File: src/shared/write_lock_params.svh
// Constants for the register write lock
// Overview of operation
// - Reset leaves all protected registers locked.
// - Keys 59h, 16h, 88h in turn unlock.
// - Wrong value or other write aborts sequence.
// - Key read bit 0 shows unlocked status.
// - Any key write while unlocked relocks.
// - Locked writes to protected bits dropped.
// - Key takes byte code, reads only status.
// - Power control bit 6 always writable.
// - Only listed bits of partial registers guarded.
// - Guarded registers sit at fixed addresses.
`ifndef WRITE_LOCK_PARAMS_SVH
`define WRITE_LOCK_PARAMS_SVH

`define WL_KEY_ADDR        32'h5000_0100
`define WL_KEY_RESET       32'h0000_0000
`define WL_KEY_BYTE0       8'h59
`define WL_KEY_BYTE1       8'h16
`define WL_KEY_BYTE2       8'h88
`define WL_KEY_MSB         7
`define WL_STATUS_BIT      0
`define WL_NUM_PROT        12
`define WL_CTRL_RESET      32'h0000_0000

`define WL_ADDR_PRST       32'h5000_0008
`define WL_ADDR_BROWN      32'h5000_0018
`define WL_ADDR_PORDIS     32'h5000_0024
`define WL_ADDR_PWR        32'h5000_0200
`define WL_ADDR_CLKGATE    32'h5000_0208
`define WL_ADDR_CLOCK_SELECT_FIRST    32'h5000_0210
`define WL_ADDR_CLOCK_SELECT_SECOND    32'h5000_0214
`define WL_ADDR_NMI        32'h5000_0380
`define WL_ADDR_FLCTRL     32'h5000_C000
`define WL_ADDR_FLTRIG     32'h5000_C010
`define WL_ADDR_FLTIME     32'h5000_C018
`define WL_ADDR_WDOG       32'h4000_4000

`define WL_MASK_PRST       32'h0000_000F
`define WL_MASK_BROWN      32'h0000_00AF
`define WL_MASK_PORDIS     32'h0000_FFFF
`define WL_MASK_PWR        32'h0000_01BF
`define WL_MASK_CLKGATE    32'h0000_0001
`define WL_MASK_CLOCK_SELECT_FIRST    32'h0000_003F
`define WL_MASK_CLOCK_SELECT_SECOND    32'h0000_0003
`define WL_MASK_NMI        32'h0000_0100
`define WL_MASK_FLCTRL     32'h0000_007B
`define WL_MASK_FLTRIG     32'h0000_0001
`define WL_MASK_FLTIME     32'h0000_0010
`define WL_MASK_WDOG       32'h8000_07D2

`endif

File: src/shared/write_lock_pkg.sv
// Types shared by the register write lock
package write_lock_pkg;

    typedef enum logic [1:0] {
        BUS_IDLE = 2'b00,
        BUS_WAIT = 2'b01,
        BUS_ACK  = 2'b10
    } bus_phase_e;

    typedef enum logic [1:0] {
        LOCK_IDLE = 2'b00,
        LOCK_GOT1 = 2'b01,
        LOCK_GOT2 = 2'b10,
        LOCK_OPEN = 2'b11
    } lock_state_e;

    typedef struct packed {
        logic        wr;
        logic [3:0]  index;
        logic [31:0] wdata;
        logic [31:0] wmask;
    } mem_req_s;

    typedef struct packed {
        bus_phase_e  phase;
        lock_state_e lock;
        logic [31:0] rdata;
        logic        slverr;
    } lock_regs_s;

endpackage

File: src/rtl/write_lock_bank.sv
// Storage for the guarded control registers
`timescale 1ns/100ps
`include "write_lock_params.svh"

module write_lock_bank #(
    parameter int DEPTH = `WL_NUM_PROT,
    parameter int WIDTH = 32
) (
    input  wire logic                     clock,
    input  wire logic                     rst,
    input  wire write_lock_pkg::mem_req_s req,
    input  wire logic [3:0]               rd_index,
    output logic [WIDTH-1:0]              rdata,
    output logic [DEPTH*WIDTH-1:0]        contents
);
    import write_lock_pkg::*;

    generate
        if (WIDTH != 32 || DEPTH < 1 || DEPTH > 16) begin : bad_shape
            $error("write_lock_bank: WIDTH must be 32 and DEPTH 1 to 16");
        end
    endgenerate

    typedef struct packed {
        logic [DEPTH-1:0][WIDTH-1:0] word;
        logic [WIDTH-1:0]            rdata;
    } bank_s;

    bank_s state;
    bank_s next_state;

    always_comb begin
        next_state = state;
        for (int i = 0; i < DEPTH; i++) begin
            if (req.wr && req.index == 4'(i)) begin
                next_state.word[i] = (state.word[i] & ~req.wmask) | (req.wdata & req.wmask);
            end
        end
        if (32'(rd_index) < 32'(DEPTH)) begin
            next_state.rdata = state.word[rd_index];
        end else begin
            next_state.rdata = '0;
        end
    end

    always_ff @(posedge clock) begin
        if (rst) begin
            for (int i = 0; i < DEPTH; i++) begin
                state.word[i] <= `WL_CTRL_RESET;
            end
            state.rdata <= '0;
        end else begin
            state <= next_state;
        end
    end

    assign rdata = state.rdata;

    generate
        for (genvar g = 0; g < DEPTH; g++) begin : flat
            assign contents[g*WIDTH +: WIDTH] = state.word[g];
        end
    endgenerate

endmodule // write_lock_bank

File: src/rtl/register_write_lock.sv
// Register write lock with key sequence and guarded register bank
`timescale 1ns/100ps
`include "write_lock_params.svh"

module register_write_lock (
    input  wire logic        clock,
    input  wire logic        rst,
    input  wire logic        psel,
    input  wire logic        penable,
    input  wire logic        pwrite,
    input  wire logic [31:0] paddr,
    input  wire logic [31:0] pwdata,
    output logic [31:0]      prdata,
    output logic             pready,
    output logic             pslverr,
    output logic             unlocked_status,
    output logic [31:0]      peripheral_reset_ctrl,
    output logic [31:0]      brownout_ctrl,
    output logic [31:0]      poweron_reset_disable,
    output logic [31:0]      power_ctrl,
    output logic [31:0]      peripheral_clock_gate,
    output logic [31:0]      clock_select_first,
    output logic [31:0]      clock_select_second,
    output logic [31:0]      nmi_source_select,
    output logic [31:0]      flash_program_ctrl,
    output logic [31:0]      flash_program_trigger,
    output logic [31:0]      flash_access_timing,
    output logic [31:0]      watchdog_ctrl
);
    import write_lock_pkg::*;

    localparam int NPROT = `WL_NUM_PROT;

    // Guarded address lookup: hit flag and bank index
    function automatic logic [4:0] decode_prot(input logic [31:0] a);
        logic [4:0] r;
        r = 5'h00;
        case (a)
            `WL_ADDR_PRST:    r = {1'b1, 4'h0};
            `WL_ADDR_BROWN:   r = {1'b1, 4'h1};
            `WL_ADDR_PORDIS:  r = {1'b1, 4'h2};
            `WL_ADDR_PWR:     r = {1'b1, 4'h3};
            `WL_ADDR_CLKGATE: r = {1'b1, 4'h4};
            `WL_ADDR_CLOCK_SELECT_FIRST: r = {1'b1, 4'h5};
            `WL_ADDR_CLOCK_SELECT_SECOND: r = {1'b1, 4'h6};
            `WL_ADDR_NMI:     r = {1'b1, 4'h7};
            `WL_ADDR_FLCTRL:  r = {1'b1, 4'h8};
            `WL_ADDR_FLTRIG:  r = {1'b1, 4'h9};
            `WL_ADDR_FLTIME:  r = {1'b1, 4'hA};
            `WL_ADDR_WDOG:    r = {1'b1, 4'hB};
            default:          r = 5'h00;
        endcase
        return r;
    endfunction

    // Bits of each guarded register that obey the lock
    function automatic logic [31:0] prot_mask(input logic [3:0] idx);
        logic [31:0] m;
        m = 32'h0000_0000;
        case (idx)
            4'h0:    m = `WL_MASK_PRST;
            4'h1:    m = `WL_MASK_BROWN;
            4'h2:    m = `WL_MASK_PORDIS;
            4'h3:    m = `WL_MASK_PWR;
            4'h4:    m = `WL_MASK_CLKGATE;
            4'h5:    m = `WL_MASK_CLOCK_SELECT_FIRST;
            4'h6:    m = `WL_MASK_CLOCK_SELECT_SECOND;
            4'h7:    m = `WL_MASK_NMI;
            4'h8:    m = `WL_MASK_FLCTRL;
            4'h9:    m = `WL_MASK_FLTRIG;
            4'hA:    m = `WL_MASK_FLTIME;
            4'hB:    m = `WL_MASK_WDOG;
            default: m = 32'h0000_0000;
        endcase
        return m;
    endfunction

    lock_regs_s            state;
    lock_regs_s            next_state;
    mem_req_s              mem_req;
    logic [31:0]           mem_rdata;
    logic [NPROT*32-1:0]   contents;
    logic [4:0]            prot_hit;
    logic                  key_hit;
    logic                  is_open;
    logic                  commit_wr;
    logic [7:0]            key_byte;

    // Address and status decode
    assign prot_hit  = decode_prot(paddr);
    assign key_hit   = (paddr == `WL_KEY_ADDR);
    assign is_open   = (state.lock == LOCK_OPEN);
    assign key_byte  = pwdata[`WL_KEY_MSB:0];
    assign commit_wr = (state.phase == BUS_ACK) && psel && penable && pwrite;

    // Bank write port
    always_comb begin
        mem_req       = '0;
        mem_req.index = prot_hit[3:0];
        mem_req.wdata = pwdata;
        mem_req.wr    = commit_wr && prot_hit[4];
        if (is_open) begin
            mem_req.wmask = 32'hFFFF_FFFF;
        end else begin
            mem_req.wmask = ~prot_mask(prot_hit[3:0]);
        end
    end

    // Bus phase, read data and key sequence
    always_comb begin
        next_state = state;
        case (state.phase)
            BUS_IDLE: begin
                if (psel && !penable) begin
                    next_state.phase = BUS_WAIT;
                end
            end
            BUS_WAIT: begin
                next_state.phase  = BUS_ACK;
                next_state.slverr = !(key_hit || prot_hit[4]);
                if (pwrite) begin
                    next_state.rdata = 32'h0000_0000;
                end else if (key_hit) begin
                    next_state.rdata = 32'h0000_0000;
                    next_state.rdata[`WL_STATUS_BIT] = is_open;
                end else if (prot_hit[4]) begin
                    next_state.rdata = mem_rdata;
                end else begin
                    next_state.rdata = 32'h0000_0000;
                end
            end
            BUS_ACK: begin
                next_state.phase  = BUS_IDLE;
                next_state.slverr = 1'b0;
            end
            default: begin
                next_state.phase = BUS_IDLE;
            end
        endcase

        if (commit_wr) begin
            if (key_hit) begin
                case (state.lock)
                    LOCK_OPEN: begin
                        next_state.lock = LOCK_IDLE;
                    end
                    LOCK_GOT1: begin
                        if (key_byte == `WL_KEY_BYTE1) begin
                            next_state.lock = LOCK_GOT2;
                        end else if (key_byte == `WL_KEY_BYTE0) begin
                            next_state.lock = LOCK_GOT1;
                        end else begin
                            next_state.lock = LOCK_IDLE;
                        end
                    end
                    LOCK_GOT2: begin
                        if (key_byte == `WL_KEY_BYTE2) begin
                            next_state.lock = LOCK_OPEN;
                        end else if (key_byte == `WL_KEY_BYTE0) begin
                            next_state.lock = LOCK_GOT1;
                        end else begin
                            next_state.lock = LOCK_IDLE;
                        end
                    end
                    LOCK_IDLE: begin
                        if (key_byte == `WL_KEY_BYTE0) begin
                            next_state.lock = LOCK_GOT1;
                        end else begin
                            next_state.lock = LOCK_IDLE;
                        end
                    end
                    default: begin
                        next_state.lock = LOCK_IDLE;
                    end
                endcase
            end else if (state.lock == LOCK_GOT1 || state.lock == LOCK_GOT2) begin
                next_state.lock = LOCK_IDLE;
            end
        end
    end

    always_ff @(posedge clock) begin
        if (rst) begin
            state.phase  <= BUS_IDLE;
            state.lock   <= LOCK_IDLE;
            state.rdata  <= `WL_KEY_RESET;
            state.slverr <= 1'b0;
        end else begin
            state <= next_state;
        end
    end

    write_lock_bank #(
        .DEPTH (NPROT),
        .WIDTH (32)
    ) bank (
        .clock    (clock),
        .rst      (rst),
        .req      (mem_req),
        .rd_index (prot_hit[3:0]),
        .rdata    (mem_rdata),
        .contents (contents)
    );

    // Bus answers
    assign pready          = (state.phase == BUS_ACK);
    assign pslverr         = (state.phase == BUS_ACK) && state.slverr;
    assign prdata          = state.rdata;
    assign unlocked_status = is_open;

    // Guarded register contents
    assign peripheral_reset_ctrl = contents[0*32 +: 32];
    assign brownout_ctrl         = contents[1*32 +: 32];
    assign poweron_reset_disable = contents[2*32 +: 32];
    assign power_ctrl            = contents[3*32 +: 32];
    assign peripheral_clock_gate = contents[4*32 +: 32];
    assign clock_select_first    = contents[5*32 +: 32];
    assign clock_select_second   = contents[6*32 +: 32];
    assign nmi_source_select     = contents[7*32 +: 32];
    assign flash_program_ctrl    = contents[8*32 +: 32];
    assign flash_program_trigger = contents[9*32 +: 32];
    assign flash_access_timing   = contents[10*32 +: 32];
    assign watchdog_ctrl         = contents[11*32 +: 32];

endmodule // register_write_lock

File: config.mk
export PLATFORM = sky130hd
export DESIGN_NAME = register_write_lock
export DESIGN_NICKNAME = d
export VERILOG_FILES = /design/src/shared/write_lock_pkg.sv /design/src/rtl/write_lock_bank.sv /design/src/rtl/register_write_lock.sv
export VERILOG_INCLUDE_DIRS = /design/src /design/src/shared
export SDC_FILE = /design/constraint.sdc
export NUM_CORES = 1
export LEC_CHECK = 0
export ABC_AREA = 1
export BUFFER_PORTS_ARGS = -buffer_cell sky130_fd_sc_hd__buf_2
export CORE_ASPECT_RATIO = 1.2
export CORE_MARGIN = 2
export CORE_UTILIZATION = 40
export CTS_BUF_LIST = sky130_fd_sc_hd__clkbuf_8
export DETAILED_ROUTE_END_ITERATION = 8
export PLACE_DENSITY = 0.68
export RECOVER_POWER = 100
export SLEW_MARGIN = 20
export SYNTH_ARGS = -nofsm -noshare
export SYNTH_HDL_FRONTEND = slang
export SYNTH_SLANG_ARGS = --single-unit
File: constraint.sdc
create_clock -name clock -period 8.25 [get_ports clock]
set_input_delay 0.4125 -clock clock [delete_from_list [all_inputs] [get_ports clock]]
set_output_delay 0.4125 -clock clock [all_outputs]
set_load 0.01 [all_outputs]
==> flow_metrics.py, run 1 <==
metrics = {
    "outcome": {
        "status": "finished with violations",
        "violations": "capacitance limit, slew limit",
    },
    "logic_synthesis": {
        "ys_async_sr_fraction_pct": 0,
        "synth_area_sq_um": 22940,
        "yosys.area_share.simple_pct": 32.52,
        "synth_top_family_by_area": "simple AND/OR/NAND/NOR gates",
        "synth_ff_type": "dfxtp_1",
        "synth_top_area_share_pct": 39.53,
        "synth_area_per_cell_sq_um": 6.568,
        "synthXorXnorAreaFrac_pct": 0,
        "yosysSeqAreaShare_pct": 39.53,
        "synth_cells": 3493,
        "ys_seq_elements": 453,
        "synth_area_leader_cell": "dfxtp_1",
        "syn-num-nets": 3577,
        "synth_compound_area_share_pct": 13.47,
        "ys_warn_count": 0,
        "synth_cell_types": 40,
        "synth_fa_ha_area_share_pct": 0.8181,
        "netlist_top_cells_area": "dfxtp_1 40%, nand2_1 14%, nand3_1 10%, a21oi_1 7.7%, inv_1 7.3%",
        "synthMuxAreaShare_pct": 0,
        "synth_edf_count": 0,
    },
    "setup_path": {
        "max_stage_delay_ns": 1.52,
        "crit_family": "simple AND/OR/NAND/NOR gates",
        "path_common_cell": "nand2_1",
        "cp.required_ns": 8.79,
        "rrSetupSlack_ns": 3.85,
        "cp-end-kind": "flip-flop",
        "cp.depth": 18,
        "critical_path_arrival_ns": 6.56,
        "slowest_stage": "clkbuf_1",
        "path_max_fanout": 193,
        "critPathLaunchType": "primary input",
        "crit_buf_inv": 5,
        "r2r-start": "state[35]",
        "path_class": "primary input to flip-flop",
        "reg2regPathDepth": 9,
        "crit_chain": "buf_2, nor2_1, nand2_1, nor2_1, nand2_1, nor2_1, nor2_4, buf_12, nand3_1, clkbuf_1, buf_4, nand2_1, nand3_1, nand2_1, nand2_1, nand3_1, nand2_1, inv_1",
    },
    "placed_design": {
        "gp_congestion": 0.9485,
        "io_buffers": 487,
        "dpl_cell_area_sq_um": 25090,
        "dp_hpwl_um": 69820,
    },
    "drt": {
        "drt.antenna.violating_nets": 0,
        "avgRoutedWirePerCell_um": 21.56,
        "routed_wl_um": 98960,
        "viasPerCell": 5.404,
        "dr.first_iter.drc_count": 2998,
        "drc": 0,
        "drt_pass1_iterations": 6,
        "routed-via-count": 24800,
    },
    "worst_hold_path": {
        "min_from": "rst",
        "hold_depth": 2,
        "min_path_type": "primary input to flip-flop",
    },
    "die": {
        "die_x_um": 222.6,
        "die_h_um": 266.3,
        "start_util_pct": 40.29,
        "ios": 488,
        "core_sq_um": 56930,
        "die_area_sq_um": 59290,
        "rows": 96,
    },
    "clocking": {
        "cts.hold.buffers_added": 0,
        "clk_path_buf_depth": 3,
        "cts.repair.resized": 0,
        "cts_made_buffers": 78,
        "htreeDepth": 3,
        "clk_pin_slew_ns": 0.06,
        "cts_tree": "yes",
        "clock_tree.root_cell": "clkbuf_8",
        "clock-sinks": 453,
        "cts_setup_buffers": 0,
        "clk_latency_ns": 0.68,
    },
    "global_routing": {
        "grt_overflow": 0,
        "antenna_found_initial": 3,
        "grt.met2_usage_pct": 52.10,
        "grt_first_pass_wirelength_um": 143500,
        "use_met3_pct": 6.595,
        "grt_pass1_vias": 22243,
        "busiest_layer": "met2",
        "grt_usage_pct": 32.08,
        "grt_start_max_net_pins": 194,
        "use_met1_pct": 39.23,
    },
    "timing": {
        "finClkSkew_ns": 0.04244,
        "setup_viol_count_final": 0,
        "worst_slew_pin_slew_ns": 2.015,
        "rsz0062_at_grt": "no",
        "slew_headroom_pct": -34.34,
        "fin_crit_ns": 6.018,
        "setup_tns_ns": 0,
        "finalHoldViolCount": 0,
        "max_freq_mhz": 166.2,
        "finalCritPeriodShare_pct": 72.94,
        "slew_viol_final": 242,
    },
    "finish": {
        "layout_common_cells": "849 x nand2_1, 477 x inv_1, 465 x nand3_1, 453 x dfxtp_1, 425 x clkbuf_1",
        "layout.nets": 3876,
        "fill_cells": 6288,
        "syn2layout_area_growth_pct": 14.04,
        "stdcell_area_sq_um": 26160,
        "final_common_cell": "nand2_1",
        "drive_gt1_share_pct": 6.644,
    },
    "flow_run": {
        "cap_violations": 6,
    },
    "power": {
        "p_leak_nw": 10.69,
        "power-per-cell-area_nw_per_um2": 177.1,
        "ir_drop_uv": 105.9,
    },
}
-- metal layers --
layer  share of wire [%]  vias to the layer above
met2                  46                     1358
met1                  39                    11454
met4                 6.4                        2
li1                    -                    11709
met5               0.011                        -
met3                 9.2                      277
-- through the flow --
| step | std cells | worst slack, ns | util (%) | total power (W) | hold WS [ns] |
|---|---|---|---|---|---|
| 5_1_grt | 4589 | 1.813 | 45.95 | 0.004780 | 0.07731 |
| 3_3_place_gp | 4446 | 3.335 | 44.07 | 0.002462 | 0.4507 |
| 2_1_floorplan | 3493 | 5.243 | - | 0.002379 | 0.4424 |
| 6_report | 4589 | 2.232 | 45.95 | 0.004633 | 0.08424 |
| 4_1_cts | 4587 | 3.946 | 47.00 | 0.004658 | 0.03306 |
| 3_5_place_dp | 4446 | 3.236 | 44.07 | 0.002463 | 0.4524 |
-- Yosys cell counts (21+ instances only) --
library cell  count
a21oi_1         355
buf_2            96
buf_4            49
clkbuf_1        122
dfxtp_1         453
inv_1           449
nand2_1         845
nand3_1         461
nand3b_1         39
nor2_1          187
nor2_2           21
nor3_1           56
o21ai_0         160
o21ai_1          71
-- worst reg2reg max path, delay by kind of cell, from the launching register on --
kind / cells / cell delay (ns)
compound gates: 2 / 0.26
simple gates: 3 / 1.79
fa+ha+maj: 1 / 0.24
buf+inv: 3 / 1.68
flops: 1 / 0.33
-- logic make-up after synthesis --
| group | count (synthesis) |
|---|---|
| fa+ha+maj | 15 |
| flops | 453 |
| simple gates | 1673 |
| buf+inv | 747 |
| compound gates | 605 |
-- worst max-delay path by stage --
| stage | from | endpoint | slack (ns) |
|---|---|---|---|
| after CTS | paddr[28] | flip-flop | 3.95 |
| after global routing | paddr[13] | flip-flop | 1.81 |
| after global placement | paddr[28] | flip-flop | 3.34 |
| after floorplan | paddr[23] | flip-flop | 5.24 |
| after detailed placement | paddr[28] | flip-flop | 3.24 |
| final | paddr[12] | bank.rdata[22] | 2.23 |
-- cell type report --
| cell class | instances | area, sq um | area share [%] |
|---|---|---|---|
| diodes | 1 | 2.502 | 0.009565 |
| clock buffers | 100 | 1376 | 5.261 |
| clock inverters | 41 | 292.8 | 1.119 |
| inverters | 462 | 1743 | 6.662 |
| multi-input cells | 2293 | 10690 | 40.84 |
| flip-flops and latches | 453 | 9069 | 34.66 |
| well taps | 735 | 919.6 | 3.515 |
| repair buffers | 504 | 2074 | 7.929 |
-- power by group --
group / total (W) / switching, W / internal, W
registers: 0.00220 / 0.00000436 / 0.00219
logic: 0.000216 / 0.000173 / 0.0000432
clock network: 0.00222 / 0.00100 / 0.00122
Power figures use the tool's default switching activity.
==> inputs of run 2 (changes only) <==
PLACE_DENSITY = 0.7   (was 0.68)
clock period = 5.3 ns   (was 8.25 ns; I/O delays follow)
==> run 2 against run 1 <==
Effect of this change: the flow still finishes with violations (capacitance limit, slew limit); sequential power increased by 55%; sequential share of layout area decreased by 0.37 points; hold slack got worse by 0.042 ns; register-to-register slack got worse by 2.8 ns.
==> flow_metrics.py, run 2 (synthesis results as in run 1) <==
metrics = {
    "finish": {
        "drive_gt1_share_pct": 7.134,
        "fill_cells": 6243,
        "final_common_cell": "nand2_1",
        "layout.nets": 3910,
        "finalNonFillerCells": 4620,
        "syn2layout_area_growth_pct": 15.28,
        "layout_common_cells": "847 x nand2_1, 474 x inv_1, 463 x nand3_1, 453 x dfxtp_1, 424 x clkbuf_1",
        "post-route-util_pct": 46.45,
    },
    "global_routing": {
        "antenna_found_initial": 2,
        "grt_pass1_vias": 22685,
        "grt_overflow": 0,
        "grt_usage_pct": 32.66,
        "grt_start_max_net_pins": 157,
        "grt_first_pass_wirelength_um": 145000,
    },
    "drt": {
        "drc": 0,
        "wl_met2_um": 45480,
        "drt.antenna.violating_nets": 0,
        "m1WireLength_um": 38920,
        "dr.first_iter.drc_count": 2722,
        "top_layer_used": "met4",
        "routed-via-count": 25150,
        "viasPerCell": 5.444,
        "avgRoutedWirePerCell_um": 21.86,
        "route.met3.wl_um": 9444,
        "routed_wl_um": 101000,
        "drt_pass1_iterations": 5,
    },
    "clocking": {
        "cts.repair.resized": 0,
        "cts.hold.buffers_added": 19,
        "cts_tree": "yes",
        "clk_path_buf_depth": 3,
        "htreeDepth": 3,
        "cts_made_buffers": 80,
        "clk_pin_slew_ns": 0.06,
        "clock_tree.root_cell": "clkbuf_8",
        "clock-sinks": 453,
        "clk_latency_ns": 0.69,
        "cts_setup_buffers": 0,
    },
    "placed_design": {
        "dpl.cell_count": 4460,
        "dp_hpwl_um": 71620,
        "io_buffers": 487,
        "gp_congestion": 0.9573,
        "dp_slack_ns": 1.340,
    },
    "timing": {
        "worst_slew_pin_slew_ns": 3.593,
        "setup_tns_ns": 0,
        "rsz0062_at_grt": "no",
        "max_freq_mhz": 234.5,
        "finalHoldViolCount": 0,
        "setup_viol_count_final": 0,
        "slew_headroom_pct": -139.5,
        "finClkSkew_ns": 0.03842,
        "slew_viol_final": 252,
        "finalCritPeriodShare_pct": 80.46,
        "fin_crit_ns": 4.264,
        "fin_ws_ns": 1.036,
    },
    "setup_path": {
        "path_class": "flip-flop to flip-flop",
        "cp.depth": 9,
        "crit_buf_inv": 3,
        "slowest_stage": "nor2_1",
        "cp-end-kind": "flip-flop",
        "max_stage_delay_ns": 0.91,
        "cp.required_ns": 5.92,
        "path_max_fanout": 31,
        "crit_family": "buffers and inverters",
        "reg2regPathDepth": 9,
        "critPathLaunchType": "flip-flop",
        "critical_path_arrival_ns": 4.88,
        "crit_chain": "inv_1, ha_1, nand4_1, inv_1, nand4_1, clkbuf_1, nor2_1, o21ai_0, nor2_1",
    },
    "die": {
        "die_x_um": 222.6,
        "die_area_sq_um": 59290,
        "start_util_pct": 40.29,
        "core_sq_um": 56930,
        "die_h_um": 266.3,
        "ios": 488,
        "rows": 96,
    },
    "outcome": {
        "status": "finished with violations",
        "violations": "capacitance limit, slew limit",
    },
    "worst_hold_path": {
        "min_path_type": "primary input to flip-flop",
        "hold_depth": 3,
    },
    "power": {
        "power-per-cell-area_nw_per_um2": 271.9,
        "ir_drop_uv": 169.4,
        "total_power_w": 0.007191,
        "p_leak_nw": 10.79,
    },
    "flow_run": {
        "cap_violations": 4,
    },
}
## run 2: cell count changes in the layout (fill, tap and decap cells not counted), sizes merged
cell	previous run	this run
inv	484	483
clkbuf	525	529
diode	1	2
buf	79	93
clkinv	13	8
dlygate4sd3	0	19
bufinv	4	1
clkinvlp	2	4
## run 2: cell type report
| class | count | area (sq um) | share of cell area (%) |
|---|---|---|---|
| Antenna cell | 2 | 5.005 | 0.01892 |
| Clock buffer | 105 | 1445 | 5.464 |
| Clock inverter | 34 | 195.2 | 0.7380 |
| Inverter | 462 | 1738 | 6.571 |
| Multi-Input combinational cell | 2293 | 10710 | 40.50 |
| Sequential cell | 453 | 9069 | 34.29 |
| Tap cell | 735 | 919.6 | 3.477 |
| Timing Repair Buffer | 536 | 2365 | 8.942 |
## run 2: stage by stage
step | area, sq um | hold WS (ns)
final | 26450 | 0.04271
after CTS | 27050 | 0.0001444
after detailed placement | 25220 | 0.4527
after floorplan | 22940 | 0.4071
after global placement | 25220 | 0.4511
after global routing | 26440 | 0.02628
## run 2: worst paths after layout
path,from,end,slack [ns]
max reg2reg,state[35],flip-flop,1.04
min reg2reg,bank.rdata[6],prdata[6],0.46
max,state[35],flip-flop,1.04
min,pwdata[1],flip-flop,0.04
## run 2: layer usage
metal  global-route usage (%)  vias to the layer above
met4                    21.91                        0
met3                    6.021                      296
met2                    52.50                     1438
met1                    39.93                    11641
li1                         -                    11775
met5                        0                        -
## run 2: worst reg2reg max path, cell delays in order (launching register included)
cell and delay, ns:
dfxtp_1 0.33, inv_1 0.13, ha_1 0.24, nand4_1 0.20
inv_1 0.87, nand4_1 0.40, clkbuf_1 0.73, nor2_1 0.91
o21ai_0 0.19, nor2_1 0.21
## run 2: power breakdown
part	total (W)	switching, W	internal [W]	leakage, nW
sequential	0.00342	0.00000611	0.00342	3.65
clock	0.00340	0.00158	0.00182	0.913
combinational	0.000366	0.000281	0.0000847	6.23
